--- src/verilog/esbl_pkg.sv ---
// Shared constants, types and helpers of the EEPROM self-boot loader
package esbl_pkg;

   // Boot memory addressing
   localparam logic [6:0] DEV_ADDR = 7'h50;
   localparam logic [15:0] IMG_BASE = 16'h0000;

   // Instruction codes
   localparam logic [7:0] OP_END = 8'h00;
   localparam logic [7:0] OP_MULTI = 8'h01;
   localparam logic [7:0] OP_DELAY = 8'h02;
   localparam logic [7:0] OP_NOP = 8'h03;
   localparam logic [7:0] OP_PLL = 8'h04;
   localparam logic [7:0] OP_SINGLE = 8'h05;
   localparam logic [15:0] MULTI_OVH = 16'h0002;

   // Check byte, x^8 + x^2 + x + 1
   localparam logic [7:0] CRC_POLY = 8'h07;
   localparam logic [7:0] CRC_INIT = 8'h00;

   // Timing, in master clock cycles
   localparam int DLY_UNIT = 2048;
   localparam int DLY_SHIFT = $clog2(DLY_UNIT);
   localparam int OSC_CYC = 16568;
   localparam int RETRY_MS = 250;
   localparam int REF_KHZ = 12288;
   localparam int RETRY_CYC = RETRY_MS * REF_KHZ;
   localparam int SCL_DIV = 64;
   localparam int QTR = SCL_DIV / 4;
   localparam logic [3:0] QTR_LAST = 4'(QTR - 1);
   localparam int TMR_W = 27;

   // Bit engine commands and states
   typedef enum logic [1:0] {C_START, C_WRITE, C_READ, C_STOP} esbl_cmd_t;
   typedef enum logic [1:0] {P_IDLE, P_START, P_BITS, P_STOP} esbl_pst_t;

   // Loader states and instruction fields
   typedef enum logic [3:0] {
      S_IDLE, S_OSC, S_START, S_DEVW, S_ADRH, S_ADRL, S_RSTART, S_DEVR,
      S_READ, S_DLY, S_PLL, S_STOPR, S_RETRY, S_STOPD
   } esbl_st_t;
   typedef enum logic [3:0] {
      F_OPC, F_LENH, F_LENL, F_ADRH, F_ADRL, F_DATA, F_DLYH, F_DLYL, F_CRC
   } esbl_fld_t;

   // Internal write strobe payload
   typedef struct packed {
      logic [15:0] addr;
      logic [7:0] data;
   } esbl_wr_t;

   // Bit engine state
   typedef struct packed {
      esbl_pst_t st;
      logic [3:0] div;
      logic [1:0] ph;
      logic [3:0] bitn;
      logic [7:0] sh;
      logic rd;
      logic ack;
      logic scl_oe;
      logic sda_oe;
      logic done;
      logic nack;
   } esbl_phy_t;

   // Loader state
   typedef struct packed {
      esbl_st_t st;
      esbl_fld_t fld;
      logic pend;
      logic [TMR_W-1:0] tmr;
      logic [15:0] cnt;
      logic [15:0] tgt;
      logic [7:0] crc;
      logic pd_q;
      logic wr_valid;
      esbl_wr_t wr;
      logic busy;
      logic done;
      logic abort;
   } esbl_ctl_t;

   // One byte step of the check value
   function automatic logic [7:0] esbl_crc8(input logic [7:0] c, input logic [7:0] b);
      logic [7:0] x;
      x = c ^ b;
      for (int i = 0; i < 8; i++) begin
         x = x[7] ? ({x[6:0], 1'b0} ^ CRC_POLY) : {x[6:0], 1'b0};
      end
      return x;
   endfunction

endpackage

--- src/verilog/esbl_i2c_phy.sv ---
// I2C master bit engine: start, stop, byte write and byte read
`timescale 1ns/1ns
module esbl_i2c_phy
   import esbl_pkg::*;
(
   // Clock and reset
   input wire logic core_clk,
   input wire logic rst_b,
   // Command side
   input wire logic cmd_valid,
   input wire esbl_cmd_t cmd,
   input wire logic [7:0] cmd_byte,
   input wire logic cmd_ack,
   output logic cmd_ready,
   output logic done,
   output logic [7:0] rdata,
   output logic nack,
   // Bus pins
   input wire logic scl_i,
   input wire logic sda_i,
   output logic scl_oe,
   output logic sda_oe
);

   esbl_phy_t cur;
   esbl_phy_t next_cur;
   logic tick;

   // Quarter-period sequencer, four quarters per SCL period
   always_comb begin
      next_cur = cur;
      next_cur.done = 1'b0;
      tick = cur.div == QTR_LAST;
      next_cur.div = tick ? 4'h0 : cur.div + 4'h1;
      if (tick) begin
         next_cur.ph = cur.ph + 2'h1;
      end
      unique case (cur.st)
         P_IDLE: begin
            next_cur.div = 4'h0;
            next_cur.ph = 2'h0;
            next_cur.bitn = 4'h0;
            if (cmd_valid) begin
               next_cur.sh = cmd_byte;
               next_cur.ack = cmd_ack;
               next_cur.rd = cmd == C_READ;
               next_cur.nack = 1'b0;
               unique case (cmd)
                  C_START: next_cur.st = P_START;
                  C_STOP: next_cur.st = P_STOP;
                  C_WRITE, C_READ: next_cur.st = P_BITS;
               endcase
            end
         end
         P_START: if (tick) begin
            unique case (cur.ph)
               2'h0: next_cur.sda_oe = 1'b0;
               2'h1: next_cur.scl_oe = 1'b0;
               2'h2: next_cur.sda_oe = 1'b1;
               2'h3: begin
                  next_cur.scl_oe = 1'b1;
                  next_cur.done = 1'b1;
                  next_cur.st = P_IDLE;
               end
            endcase
         end
         P_BITS: begin
            // Ack choice follows the byte as it is shifted in
            next_cur.ack = cmd_ack;
            // Slave holding SCL low stretches the low phase; the high phase starts on release
            if (cur.ph == 2'h2 && !scl_i) begin
               next_cur.div = 4'h0;
               next_cur.ph = cur.ph;
            end else if (tick) begin
               unique case (cur.ph)
                  2'h0: if (cur.bitn == 4'h8) begin
                     next_cur.sda_oe = cur.rd && cur.ack;
                  end else begin
                     next_cur.sda_oe = !cur.rd && !cur.sh[7];
                  end
                  2'h1: next_cur.scl_oe = 1'b0;
                  2'h2: if (cur.bitn == 4'h8) begin
                     next_cur.nack = !cur.rd && sda_i;
                  end else begin
                     next_cur.sh = {cur.sh[6:0], sda_i};
                  end
                  2'h3: begin
                     next_cur.scl_oe = 1'b1;
                     next_cur.bitn = cur.bitn + 4'h1;
                     if (cur.bitn == 4'h8) begin
                        next_cur.sda_oe = 1'b0;
                        next_cur.done = 1'b1;
                        next_cur.st = P_IDLE;
                     end
                  end
               endcase
            end
         end
         P_STOP: if (tick) begin
            unique case (cur.ph)
               2'h0: next_cur.sda_oe = 1'b1;
               2'h1: next_cur.scl_oe = 1'b0;
               2'h2: next_cur.sda_oe = 1'b0;
               2'h3: begin
                  next_cur.done = 1'b1;
                  next_cur.st = P_IDLE;
               end
            endcase
         end
      endcase
   end

   // State register
   always_ff @(posedge core_clk) begin
      if (!rst_b) begin
         cur <= '0;
      end else begin
         cur <= next_cur;
      end
   end

   // Outputs
   assign cmd_ready = cur.st == P_IDLE;
   assign done = cur.done;
   assign rdata = cur.sh;
   assign nack = cur.nack;
   assign scl_oe = cur.scl_oe;
   assign sda_oe = cur.sda_oe;
endmodule // esbl_i2c_phy

--- src/verilog/esbl_loader.sv ---
// EEPROM self-boot loader top
`timescale 1ns/1ns
module esbl_loader
   import esbl_pkg::*;
#(
   parameter int OSC_WAIT_CYCLES = OSC_CYC,
   parameter int RETRY_CYCLES = RETRY_CYC
) (
   // Clock and reset
   input wire logic core_clk,
   input wire logic rst_b,
   // Device pins
   input wire logic power_down_n,
   input wire logic boot_select_pin,
   input wire logic pll_locked,
   // I2C pins, open drain
   input wire logic scl_i,
   output logic scl_o,
   output logic scl_oe,
   input wire logic sda_i,
   output logic sda_o,
   output logic sda_oe,
   // Internal write port
   output logic wr_valid,
   output esbl_wr_t wr,
   // Status
   output logic boot_busy,
   output logic boot_done,
   output logic boot_abort
);

   esbl_ctl_t cur;
   esbl_ctl_t next_cur;
   logic drive_lo;
   logic cmd_issue;
   logic cmd_valid;
   esbl_cmd_t cmd;
   logic [7:0] cmd_byte;
   logic cmd_ack;
   logic phy_ready;
   logic phy_done;
   logic [7:0] phy_rdata;
   logic phy_nack;
   logic fin;
   logic [7:0] b;

   // Bit engine
   esbl_i2c_phy u_phy (
      .core_clk(core_clk),
      .rst_b(rst_b),
      .cmd_valid(cmd_valid),
      .cmd(cmd),
      .cmd_byte(cmd_byte),
      .cmd_ack(cmd_ack),
      .cmd_ready(phy_ready),
      .done(phy_done),
      .rdata(phy_rdata),
      .nack(phy_nack),
      .scl_i(scl_i),
      .sda_i(sda_i),
      .scl_oe(scl_oe),
      .sda_oe(sda_oe)
   );

   // Bus command for the current state
   always_comb begin
      cmd_issue = 1'b1;
      cmd = C_WRITE;
      cmd_byte = 8'h00;
      cmd_ack = 1'b0;
      unique case (cur.st)
         S_START, S_RSTART: cmd = C_START;
         S_DEVW: cmd_byte = {DEV_ADDR, 1'b0};
         S_ADRH: cmd_byte = IMG_BASE[15:8];
         S_ADRL: cmd_byte = IMG_BASE[7:0];
         S_DEVR: cmd_byte = {DEV_ADDR, 1'b1};
         S_READ: begin
            cmd = C_READ;
            // Unknown code refused on the bus, so the memory frees SDA for STOP
            cmd_ack = cur.fld != F_CRC
               && !(cur.fld == F_OPC && phy_rdata > OP_SINGLE);
         end
         S_STOPR, S_STOPD: cmd = C_STOP;
         S_IDLE, S_OSC, S_DLY, S_PLL, S_RETRY: cmd_issue = 1'b0;
      endcase
      cmd_valid = cmd_issue && !cur.pend && phy_ready && power_down_n;
      fin = cur.pend && phy_done;
      b = phy_rdata;
   end

   // Loader sequencing and instruction decode
   always_comb begin
      next_cur = cur;
      next_cur.wr_valid = 1'b0;
      next_cur.abort = 1'b0;
      next_cur.pd_q = power_down_n;
      if (cmd_valid) begin
         next_cur.pend = 1'b1;
      end
      unique case (cur.st)
         S_IDLE: ;
         S_OSC, S_RETRY: if (cur.tmr == '0) begin
            next_cur.st = S_START;
            next_cur.fld = F_OPC;
            next_cur.crc = CRC_INIT;
         end else begin
            next_cur.tmr = cur.tmr - 27'h1;
         end
         S_DLY: if (cur.tmr <= 27'h1) begin
            next_cur.st = S_READ;
         end else begin
            next_cur.tmr = cur.tmr - 27'h1;
         end
         S_PLL: if (pll_locked) begin
            next_cur.st = S_READ;
         end
         S_START, S_DEVW, S_ADRH, S_ADRL, S_RSTART, S_DEVR, S_READ, S_STOPR, S_STOPD:
         if (fin) begin
            next_cur.pend = 1'b0;
            if (phy_nack) begin
               next_cur.st = S_STOPR;
               next_cur.abort = 1'b1;
            end else begin
               unique case (cur.st)
                  S_START: next_cur.st = S_DEVW;
                  S_DEVW: next_cur.st = S_ADRH;
                  S_ADRH: next_cur.st = S_ADRL;
                  S_ADRL: next_cur.st = S_RSTART;
                  S_RSTART: next_cur.st = S_DEVR;
                  S_DEVR: next_cur.st = S_READ;
                  S_STOPR: begin
                     next_cur.st = S_RETRY;
                     next_cur.tmr = TMR_W'(RETRY_CYCLES - 1);
                  end
                  S_STOPD: begin
                     next_cur.st = S_IDLE;
                     next_cur.done = 1'b1;
                  end
                  default: begin
                     if (cur.fld != F_CRC) begin
                        next_cur.crc = esbl_crc8(cur.crc, b);
                     end
                     unique case (cur.fld)
                        F_OPC: unique case (b)
                           OP_END: next_cur.fld = F_CRC;
                           OP_MULTI: next_cur.fld = F_LENH;
                           OP_DELAY: next_cur.fld = F_DLYH;
                           OP_NOP: ;
                           OP_PLL: next_cur.st = S_PLL;
                           OP_SINGLE: begin
                              next_cur.fld = F_ADRH;
                              next_cur.cnt = 16'h0001;
                           end
                           default: begin
                              next_cur.st = S_STOPR;
                              next_cur.abort = 1'b1;
                           end
                        endcase
                        F_LENH: begin
                           next_cur.cnt[15:8] = b;
                           next_cur.fld = F_LENL;
                        end
                        F_LENL: begin
                           next_cur.cnt = ({cur.cnt[15:8], b} < MULTI_OVH) ? 16'h0000
                              : {cur.cnt[15:8], b} - MULTI_OVH;
                           next_cur.fld = F_ADRH;
                        end
                        F_ADRH: begin
                           next_cur.tgt[15:8] = b;
                           next_cur.fld = F_ADRL;
                        end
                        F_ADRL: begin
                           next_cur.tgt[7:0] = b;
                           next_cur.fld = (cur.cnt == 16'h0000) ? F_OPC : F_DATA;
                        end
                        F_DATA: begin
                           next_cur.wr_valid = 1'b1;
                           next_cur.wr = '{addr: cur.tgt, data: b};
                           next_cur.tgt = cur.tgt + 16'h0001;
                           next_cur.cnt = cur.cnt - 16'h0001;
                           if (cur.cnt == 16'h0001) begin
                              next_cur.fld = F_OPC;
                           end
                        end
                        F_DLYH: begin
                           next_cur.cnt[15:8] = b;
                           next_cur.fld = F_DLYL;
                        end
                        F_DLYL: begin
                           next_cur.tmr = {cur.cnt[15:8], b, {DLY_SHIFT{1'b0}}};
                           next_cur.fld = F_OPC;
                           if ({cur.cnt[15:8], b} != 16'h0000) begin
                              next_cur.st = S_DLY;
                           end
                        end
                        F_CRC: if (b == cur.crc) begin
                           next_cur.st = S_STOPD;
                        end else begin
                           next_cur.st = S_STOPR;
                           next_cur.abort = 1'b1;
                        end
                     endcase
                  end
               endcase
            end
         end
      endcase
      // Power-down pin acts as reset; select caught only at its release
      if (!power_down_n) begin
         next_cur.st = S_IDLE;
         next_cur.pend = 1'b0;
         next_cur.done = 1'b0;
      end else if (!cur.pd_q) begin
         next_cur.done = 1'b0;
         if (boot_select_pin) begin
            next_cur.st = S_OSC;
            next_cur.tmr = TMR_W'(OSC_WAIT_CYCLES - 1);
         end
      end
      next_cur.busy = next_cur.st != S_IDLE;
   end

   // State register
   always_ff @(posedge core_clk) begin
      if (!rst_b) begin
         cur <= '0;
         drive_lo <= 1'b0;
      end else begin
         cur <= next_cur;
         drive_lo <= 1'b0;
      end
   end

   // Outputs
   assign scl_o = drive_lo;
   assign sda_o = drive_lo;
   assign wr_valid = cur.wr_valid;
   assign wr = cur.wr;
   assign boot_busy = cur.busy;
   assign boot_done = cur.done;
   assign boot_abort = cur.abort;
endmodule // esbl_loader

--- config.mk ---
export PLATFORM = sky130hd
export DESIGN_NAME = esbl_loader
export DESIGN_NICKNAME = d
export VERILOG_FILES = /design/src/verilog/esbl_pkg.sv /design/src/verilog/esbl_i2c_phy.sv /design/src/verilog/esbl_loader.sv
export SDC_FILE = /design/constraint.sdc
export NUM_CORES = 1
export LEC_CHECK = 0
export ABC_AREA = 1
export BUFFER_PORTS_ARGS = -buffer_cell sky130_fd_sc_hd__clkbuf_2
export CAP_MARGIN = 30
export CORE_ASPECT_RATIO = 0.9
export CORE_MARGIN = 2
export CORE_UTILIZATION = 48
export CTS_BUF_LIST = sky130_fd_sc_hd__clkbuf_16
export DETAILED_ROUTE_END_ITERATION = 16
export PLACE_DENSITY = 0.65
export SYNTH_ARGS = -nofsm -noshare
export SYNTH_HDL_FRONTEND = slang
export SYNTH_SLANG_ARGS = --single-unit
--- constraint.sdc ---
create_clock -name core_clk -period 2.9 [get_ports core_clk]
set_input_delay 0.435 -clock core_clk [delete_from_list [all_inputs] [get_ports core_clk]]
set_output_delay 0.435 -clock core_clk [all_outputs]
set_load 0.01 [all_outputs]
# Word-level counts from Yosys, hierarchy flattened
# Index checks and enable logic that the tools add are counted.
[totals]
reg_bits = 131
output_inout_bits = 32
[classes]
addsub = 7
order_cmp = 3
eq_ne = 65
mux = 98
bitwise = 14
reduce_logical = 64
[op_table]
columns = ["op", "count"]
rows = [
  ["27-bit two-way mux", 6],
  ["27-bit one-hot mux with 3 select lines", 1],
  ["76-bit two-way mux", 1],
  ["67-bit two-way mux", 1],
  ["4-bit one-hot mux with 8 select lines", 2],
  ["8-bit one-hot mux with 2 select lines", 4],
  ["4-bit two-way mux", 14],
  ["27-bit one-hot mux with 2 select lines", 1],
  ["40-bit two-way mux", 1],
  ["8-bit two-way mux", 5],
  ["4-bit equality test, second input constant", 9],
  ["3-bit two-way mux", 12],
  ["18-bit one-hot mux with 2 select lines", 1],
  ["6-bit AND reduction", 6],
  ["4-bit by 3-bit equality test with 1-bit output, second input constant", 8],
  ["16-bit two-way mux", 2],
  ["4-bit one-hot mux with 4 select lines", 2],
  ["8-bit one-hot mux with 4 select lines", 1],
  ["27-bit by 1-bit <= comparator with 1-bit output, second input constant", 1],
  ["27-bit zero test", 1],
  ["27-bit by 1-bit subtractor with 27-bit output, second input constant", 1],
  ["25-bit two-way mux", 1],
  ["12-bit two-way mux", 2],
  ["3-bit inverter", 8],
  ["60 further kinds", 160],
]

# Logic depth before layout (Yosys ltp)
[depth]
ltp_word = 26
mapped_depth = 16
depth_no_buf = 15

# By module
# A second synthesis with hierarchy kept.
[hier_totals]
cells_unflattened = 1432
hier_area_um2 = 9095.0
[by_module_without_submodules]
columns = ["module", "n_inst", "cells_per_inst", "area_each_um2", "seq_area_each_um2"]
rows = [
  ["esbl_loader", 1, 1185, 7505.9, 2102.0],
  ["esbl_i2c_phy", 1, 247, 1589.0, 520.5],
]

# Least setup slack after synthesis
# No wires, ideal clock.
[synth_timing]
kind = "reg-to-reg"
start = "reg cur[69] in the netlist's numbering"
end = "reg cur[80] in the netlist's numbering"
setup_ps = 110
arrival_ps = 1780
t_required_ps = 2790
path_slack_ps = 1010
stages_incl_launch_ff = 15
period_less_slack_ps = 1890
path_cell_list = "dfxtp_1 > inv_1 > ha_1 > nand2_1 > nor2_2 > nand3_1 > inv_1 > nor2_2 > inv_1 > nand2_2 > buf_4 > a21oi_1 > o21ai_0 > nand2_1 > inv_1"
[synth_via]
elab_chain_cells = 6
[synth_rtl]
columns = ["item", "line", "text"]
rows = [
  ["start: declaration", "esbl_loader.sv:32", "esbl_ctl_t cur;"],
  ["start signal: assignment", "esbl_loader.sv:229", "cur <= next_cur;"],
  ["27-bit by 1-bit subtractor with 27-bit output, or another cell as far along", "esbl_loader.sv:107, esbl_loader.sv:112", ""],
  ["27-bit two-way mux (on tied branches)", "esbl_loader.sv:109, esbl_loader.sv:102", ""],
  ["27-bit one-hot mux with 3 select lines *", "esbl_loader.sv:100", "unique case (cur.st)"],
  ["27-bit two-way mux", "esbl_loader.sv:215", "if (boot_select_pin) begin"],
  ["27-bit two-way mux", "esbl_loader.sv:213", "end else if (!cur.pd_q) begin"],
  ["27-bit two-way mux *", "esbl_loader.sv:209", "if (!power_down_n) begin"],
]
# Mark *: on every way between the ends. The rest lies on a longest branch, timed or not.
# A chain may end at the register's enable or synchronous reset.

# Worst setup path after layout
[layout_timing]
start = "reg cur[98] in the netlist's numbering"
end = "reg cur[92] in the netlist's numbering"
[layout_via]
elab_chain_cells = 9
[layout_rtl]
columns = ["item", "line", "text"]
rows = [
  ["4-bit by 3-bit equality test with 1-bit output *", "esbl_loader.sv:143", "unique case (cur.fld)"],
  ["27-bit two-way mux *", "esbl_loader.sv:143", ""],
  ["27-bit one-hot mux with 2 select lines *", "esbl_loader.sv:124", "unique case (cur.st)"],
  ["67-bit two-way mux *", "esbl_loader.sv:120", "if (phy_nack) begin"],
  ["76-bit two-way mux *", "esbl_loader.sv:118", "if (fin) begin"],
  ["27-bit one-hot mux with 3 select lines *", "esbl_loader.sv:100", ""],
  ["27-bit two-way mux", "esbl_loader.sv:215", ""],
  ["27-bit two-way mux", "esbl_loader.sv:213", ""],
  ["27-bit two-way mux *", "esbl_loader.sv:209", ""],
]
# Mark *: on every way between the ends. The rest lies on a longest branch, timed or not. The select of a mux whose other input is x is not followed.

==> results.py <==
metrics = {
    "floorplanning": {
        "pin_count": 39,
        "rows": 46,
        "coreArea_sq_mm": 0.0177,
        "die_w_microns": 146,
        "initial_core_util_pct": 49.1,
        "die_h_microns": 132,
        "dieArea_sq_mm": 0.0192,
    },
    "setup_path": {
        "cp_common_cell": "nand2_1",
        "critPathCaptureType": "register",
        "rr_worst_depth": 11,
        "required_ps": 3210,
        "startpoint_type": "register",
        "cpPeakStageDelay_ps": 410,
        "cp_cell_sequence": "nand2_1, inv_1, nand2_1, inv_1, nand2_1, nor2_2, buf_4, o221ai_1, nand2_1, nor3_1, nor2_1",
        "slowest_stage": "dfxtp_1",
        "critical_path_class": "register to register",
        "crit_arrival_ps": 2880,
        "cp_max_fo": 11,
    },
    "routing": {
        "wl_per_cell_microns": 15.0,
        "ant_nets": 0,
        "vias_per_cell": 5.45,
        "drt-pass1-iter-count": 5,
        "vias": 8780,
        "drc": 0,
        "drt_iter0_markers": 687,
        "drt_wl_total_mm": 24.2,
    },
    "place": {
        "gp_congestion": 0.997,
        "dpl.hpwl_mm": 17.8,
        "port_buffers": 36,
        "dp.cells": 1579,
        "dpl_cell_area_sq_mm": 0.00894,
    },
    "flow_run": {
        "drv_cap": 0,
    },
    "global_route": {
        "grt_overflow": 0,
        "grt_usage_pct": 25.4,
        "grt_pass1_wl_mm": 39.9,
        "antenna_found_initial": 0,
        "grt_max_degree": 53,
        "grt_pass1_vias": 7913,
    },
    "clock_tree": {
        "clk_latency_ps": 430,
        "path_clk_slew_ps": 60,
        "post_cts_buffers": 0,
        "numClockSinks": 131,
        "clockBufferDepth": 2,
        "hold_buffers": 0,
        "numCtsBuffers": 17,
        "clockRootBuffer": "clkbuf_16",
        "cts_resized": 0,
        "htree_num_levels": 4,
        "cts_tree": "yes",
    },
    "pwr": {
        "p_leak_nw": 4.20,
        "vdd_drop_max_mv": 0.384,
        "power_density_mw_per_mm2": 513,
    },
    "timing": {
        "skew_ps": 10.1,
        "min_period_over_period_pct": 88.4,
        "setup_viol": 0,
        "rsz0062_at_grt": "no",
        "slew_violations": 0,
        "fin_setup_tns_ps": 0,
        "slew_headroom_pct": 47.5,
        "fmax_ghz": 0.390,
        "post-route-min-period_ps": 2560,
        "hold_violations": 0,
        "worstMarginPinSlew_ps": 786,
        "holdWs_ps": 323,
    },
    "cells_and_area": {
        "num-nets-final": 1382,
        "drive_gt1_share_pct": 10.4,
        "area_growth_pct": 9.68,
        "final_cell_area_sq_mm": 0.00952,
        "fillerInstances": 1779,
        "final_cells": 1611,
        "diodes": 0,
    },
    "yosys": {
        "ys_seq_area_share_pct": 30.2,
        "synth_area_sq_mm": 0.00868,
        "syn-instance-count": 1349,
        "ys.flop_type": "dfxtp_1",
        "ys_ff_latch": 131,
        "ys_warn_count": 0,
        "ys_types": 54,
        "ys_async_sr_fraction_pct": 0,
        "synth_area_per_cell_sq_um": 6.44,
        "synth_edf_count": 0,
    },
    "worst_hold_path": {
        "hold_path.class": "input pin to register",
        "holdPathStages": 3,
    },
    "status": {
        "outcome": "complete, no violations",
    },
}
worst paths after layout:
kind,from,end,slack [ps]
worst min register to register,cur[28],boot_done,450
worst max register to register,cur[98],cur[92],340
worst min-delay path,sda_i,u_phy.nack,320
worst max-delay path,cur[98],cur[92],340
cells by family (layout without fill, tap and decap cells):
kind of cell,Yosys count,count (layout),synth area share [%]
adder cells (fa/ha/maj),17,17,2.45
buffers and inverters,247,268,12.2
XOR/XNOR,57,57,5.84
other,1,2,0.0432
AO/OA/AOI/OAI,287,287,19.1
AND/OR/NAND/NOR,609,609,30.2
flip-flops,131,131,30.2
per-layer routing:
metal,up-vias,routed length [microns],global-route usage [%]
met4,0,480,8.28
li1,4428,-,-
met2,300,10300,38.0
met5,-,0,0
met3,43,1750,4.58
met1,4009,11700,36.7
final cells by class:
cell class | count | area (sq um) | area share [%]
Clock inverter | 15 | 156 | 1.64
Tap cell | 240 | 300 | 3.15
Inverter | 181 | 679 | 7.13
Clock buffer | 17 | 425 | 4.47
Timing Repair Buffer | 55 | 335 | 3.52
Multi-Input combinational cell | 972 | 5000 | 52.5
Sequential cell | 131 | 2620 | 27.5
critical path, delay by kind of cell, from the launching register on:
kind | cells | cell delay [ps]
buf+inv | 3 | 410
simple gates | 7 | 1380
compound gates | 1 | 240
flops | 1 | 410
cell usage in the layout (no fill, tap or decap), drive strengths merged:
| cell | count |
|---|---|
| xnor2 | 27 |
| o211a | 1 |
| buf | 19 |
| o21a | 2 |
| o21ai | 90 |
| conb | 2 |
| o41ai | 1 |
| o22ai | 2 |
| nand3 | 85 |
| a21oi | 124 |
| dfxtp | 131 |
| xor2 | 30 |
| nand2 | 307 |
| a2111oi | 1 |
| a311oi | 2 |
| o221ai | 10 |
| a21boi | 2 |
| o311ai | 1 |
| a221oi | 2 |
| clkinv | 4 |
| nor4 | 5 |
| o211ai | 14 |
| a22oi | 4 |
| o2111ai | 2 |
| nand4 | 13 |
| nor3 | 32 |
| inv | 186 |
| bufinv | 2 |
| ha | 17 |
| o21bai | 1 |
| nor3b | 1 |
| nor2 | 162 |
| a31oi | 9 |
| nand3b | 1 |
| or2 | 2 |
| clkinvlp | 4 |
| clkbuf | 53 |
| a211oi | 16 |
| and3 | 1 |
| o31ai | 3 |
cells in the mapped netlist (17+ instances only):
master      n  share of area [%]
nor3_1     31                1.8
dfxtp_1   131                 30
inv_2      18               0.78
xnor2_1    26                2.6
clkbuf_1   19               0.82
inv_1     163                7.0
o21ai_0    83                4.8
xor2_1     30                3.0
nand3_1    85                4.9
a21oi_1   122                7.0
nand2_1   297                 13
buf_4      28                2.4
ha_1       17                2.4
nor2_1    145                6.3
stage by stage:
| stage | utilization (%) | total power [W] | setup WS, ps |
|---|---|---|---|
| CTS | 53.9 | 0.00491 | 418 |
| floorplan | - | 0.00255 | 1010 |
| global route | 53.9 | 0.00509 | 151 |
| global placement | 50.6 | 0.00275 | 435 |
| detailed placement | 50.6 | 0.00275 | 453 |
| finish | 53.9 | 0.00488 | 337 |
state kept, by name, summed over array words and instances (netlist names), 8 cells and up:
| signal | cells |
|---|---|
| cur | 77 |
| wr | 24 |
| u_phy.cur | 14 |
| u_phy.rdata | 8 |
report_power, final:
| group | switching (W) | internal, W | leakage (nW) |
|---|---|---|---|
| clock network | 0.000886 | 0.00127 | 0.278 |
| registers | 0.0000481 | 0.00185 | 1.06 |
| logic | 0.000558 | 0.000272 | 2.86 |
| total | 0.00149 | 0.00339 | 4.20 |
Power figures use the tool's default switching activity.
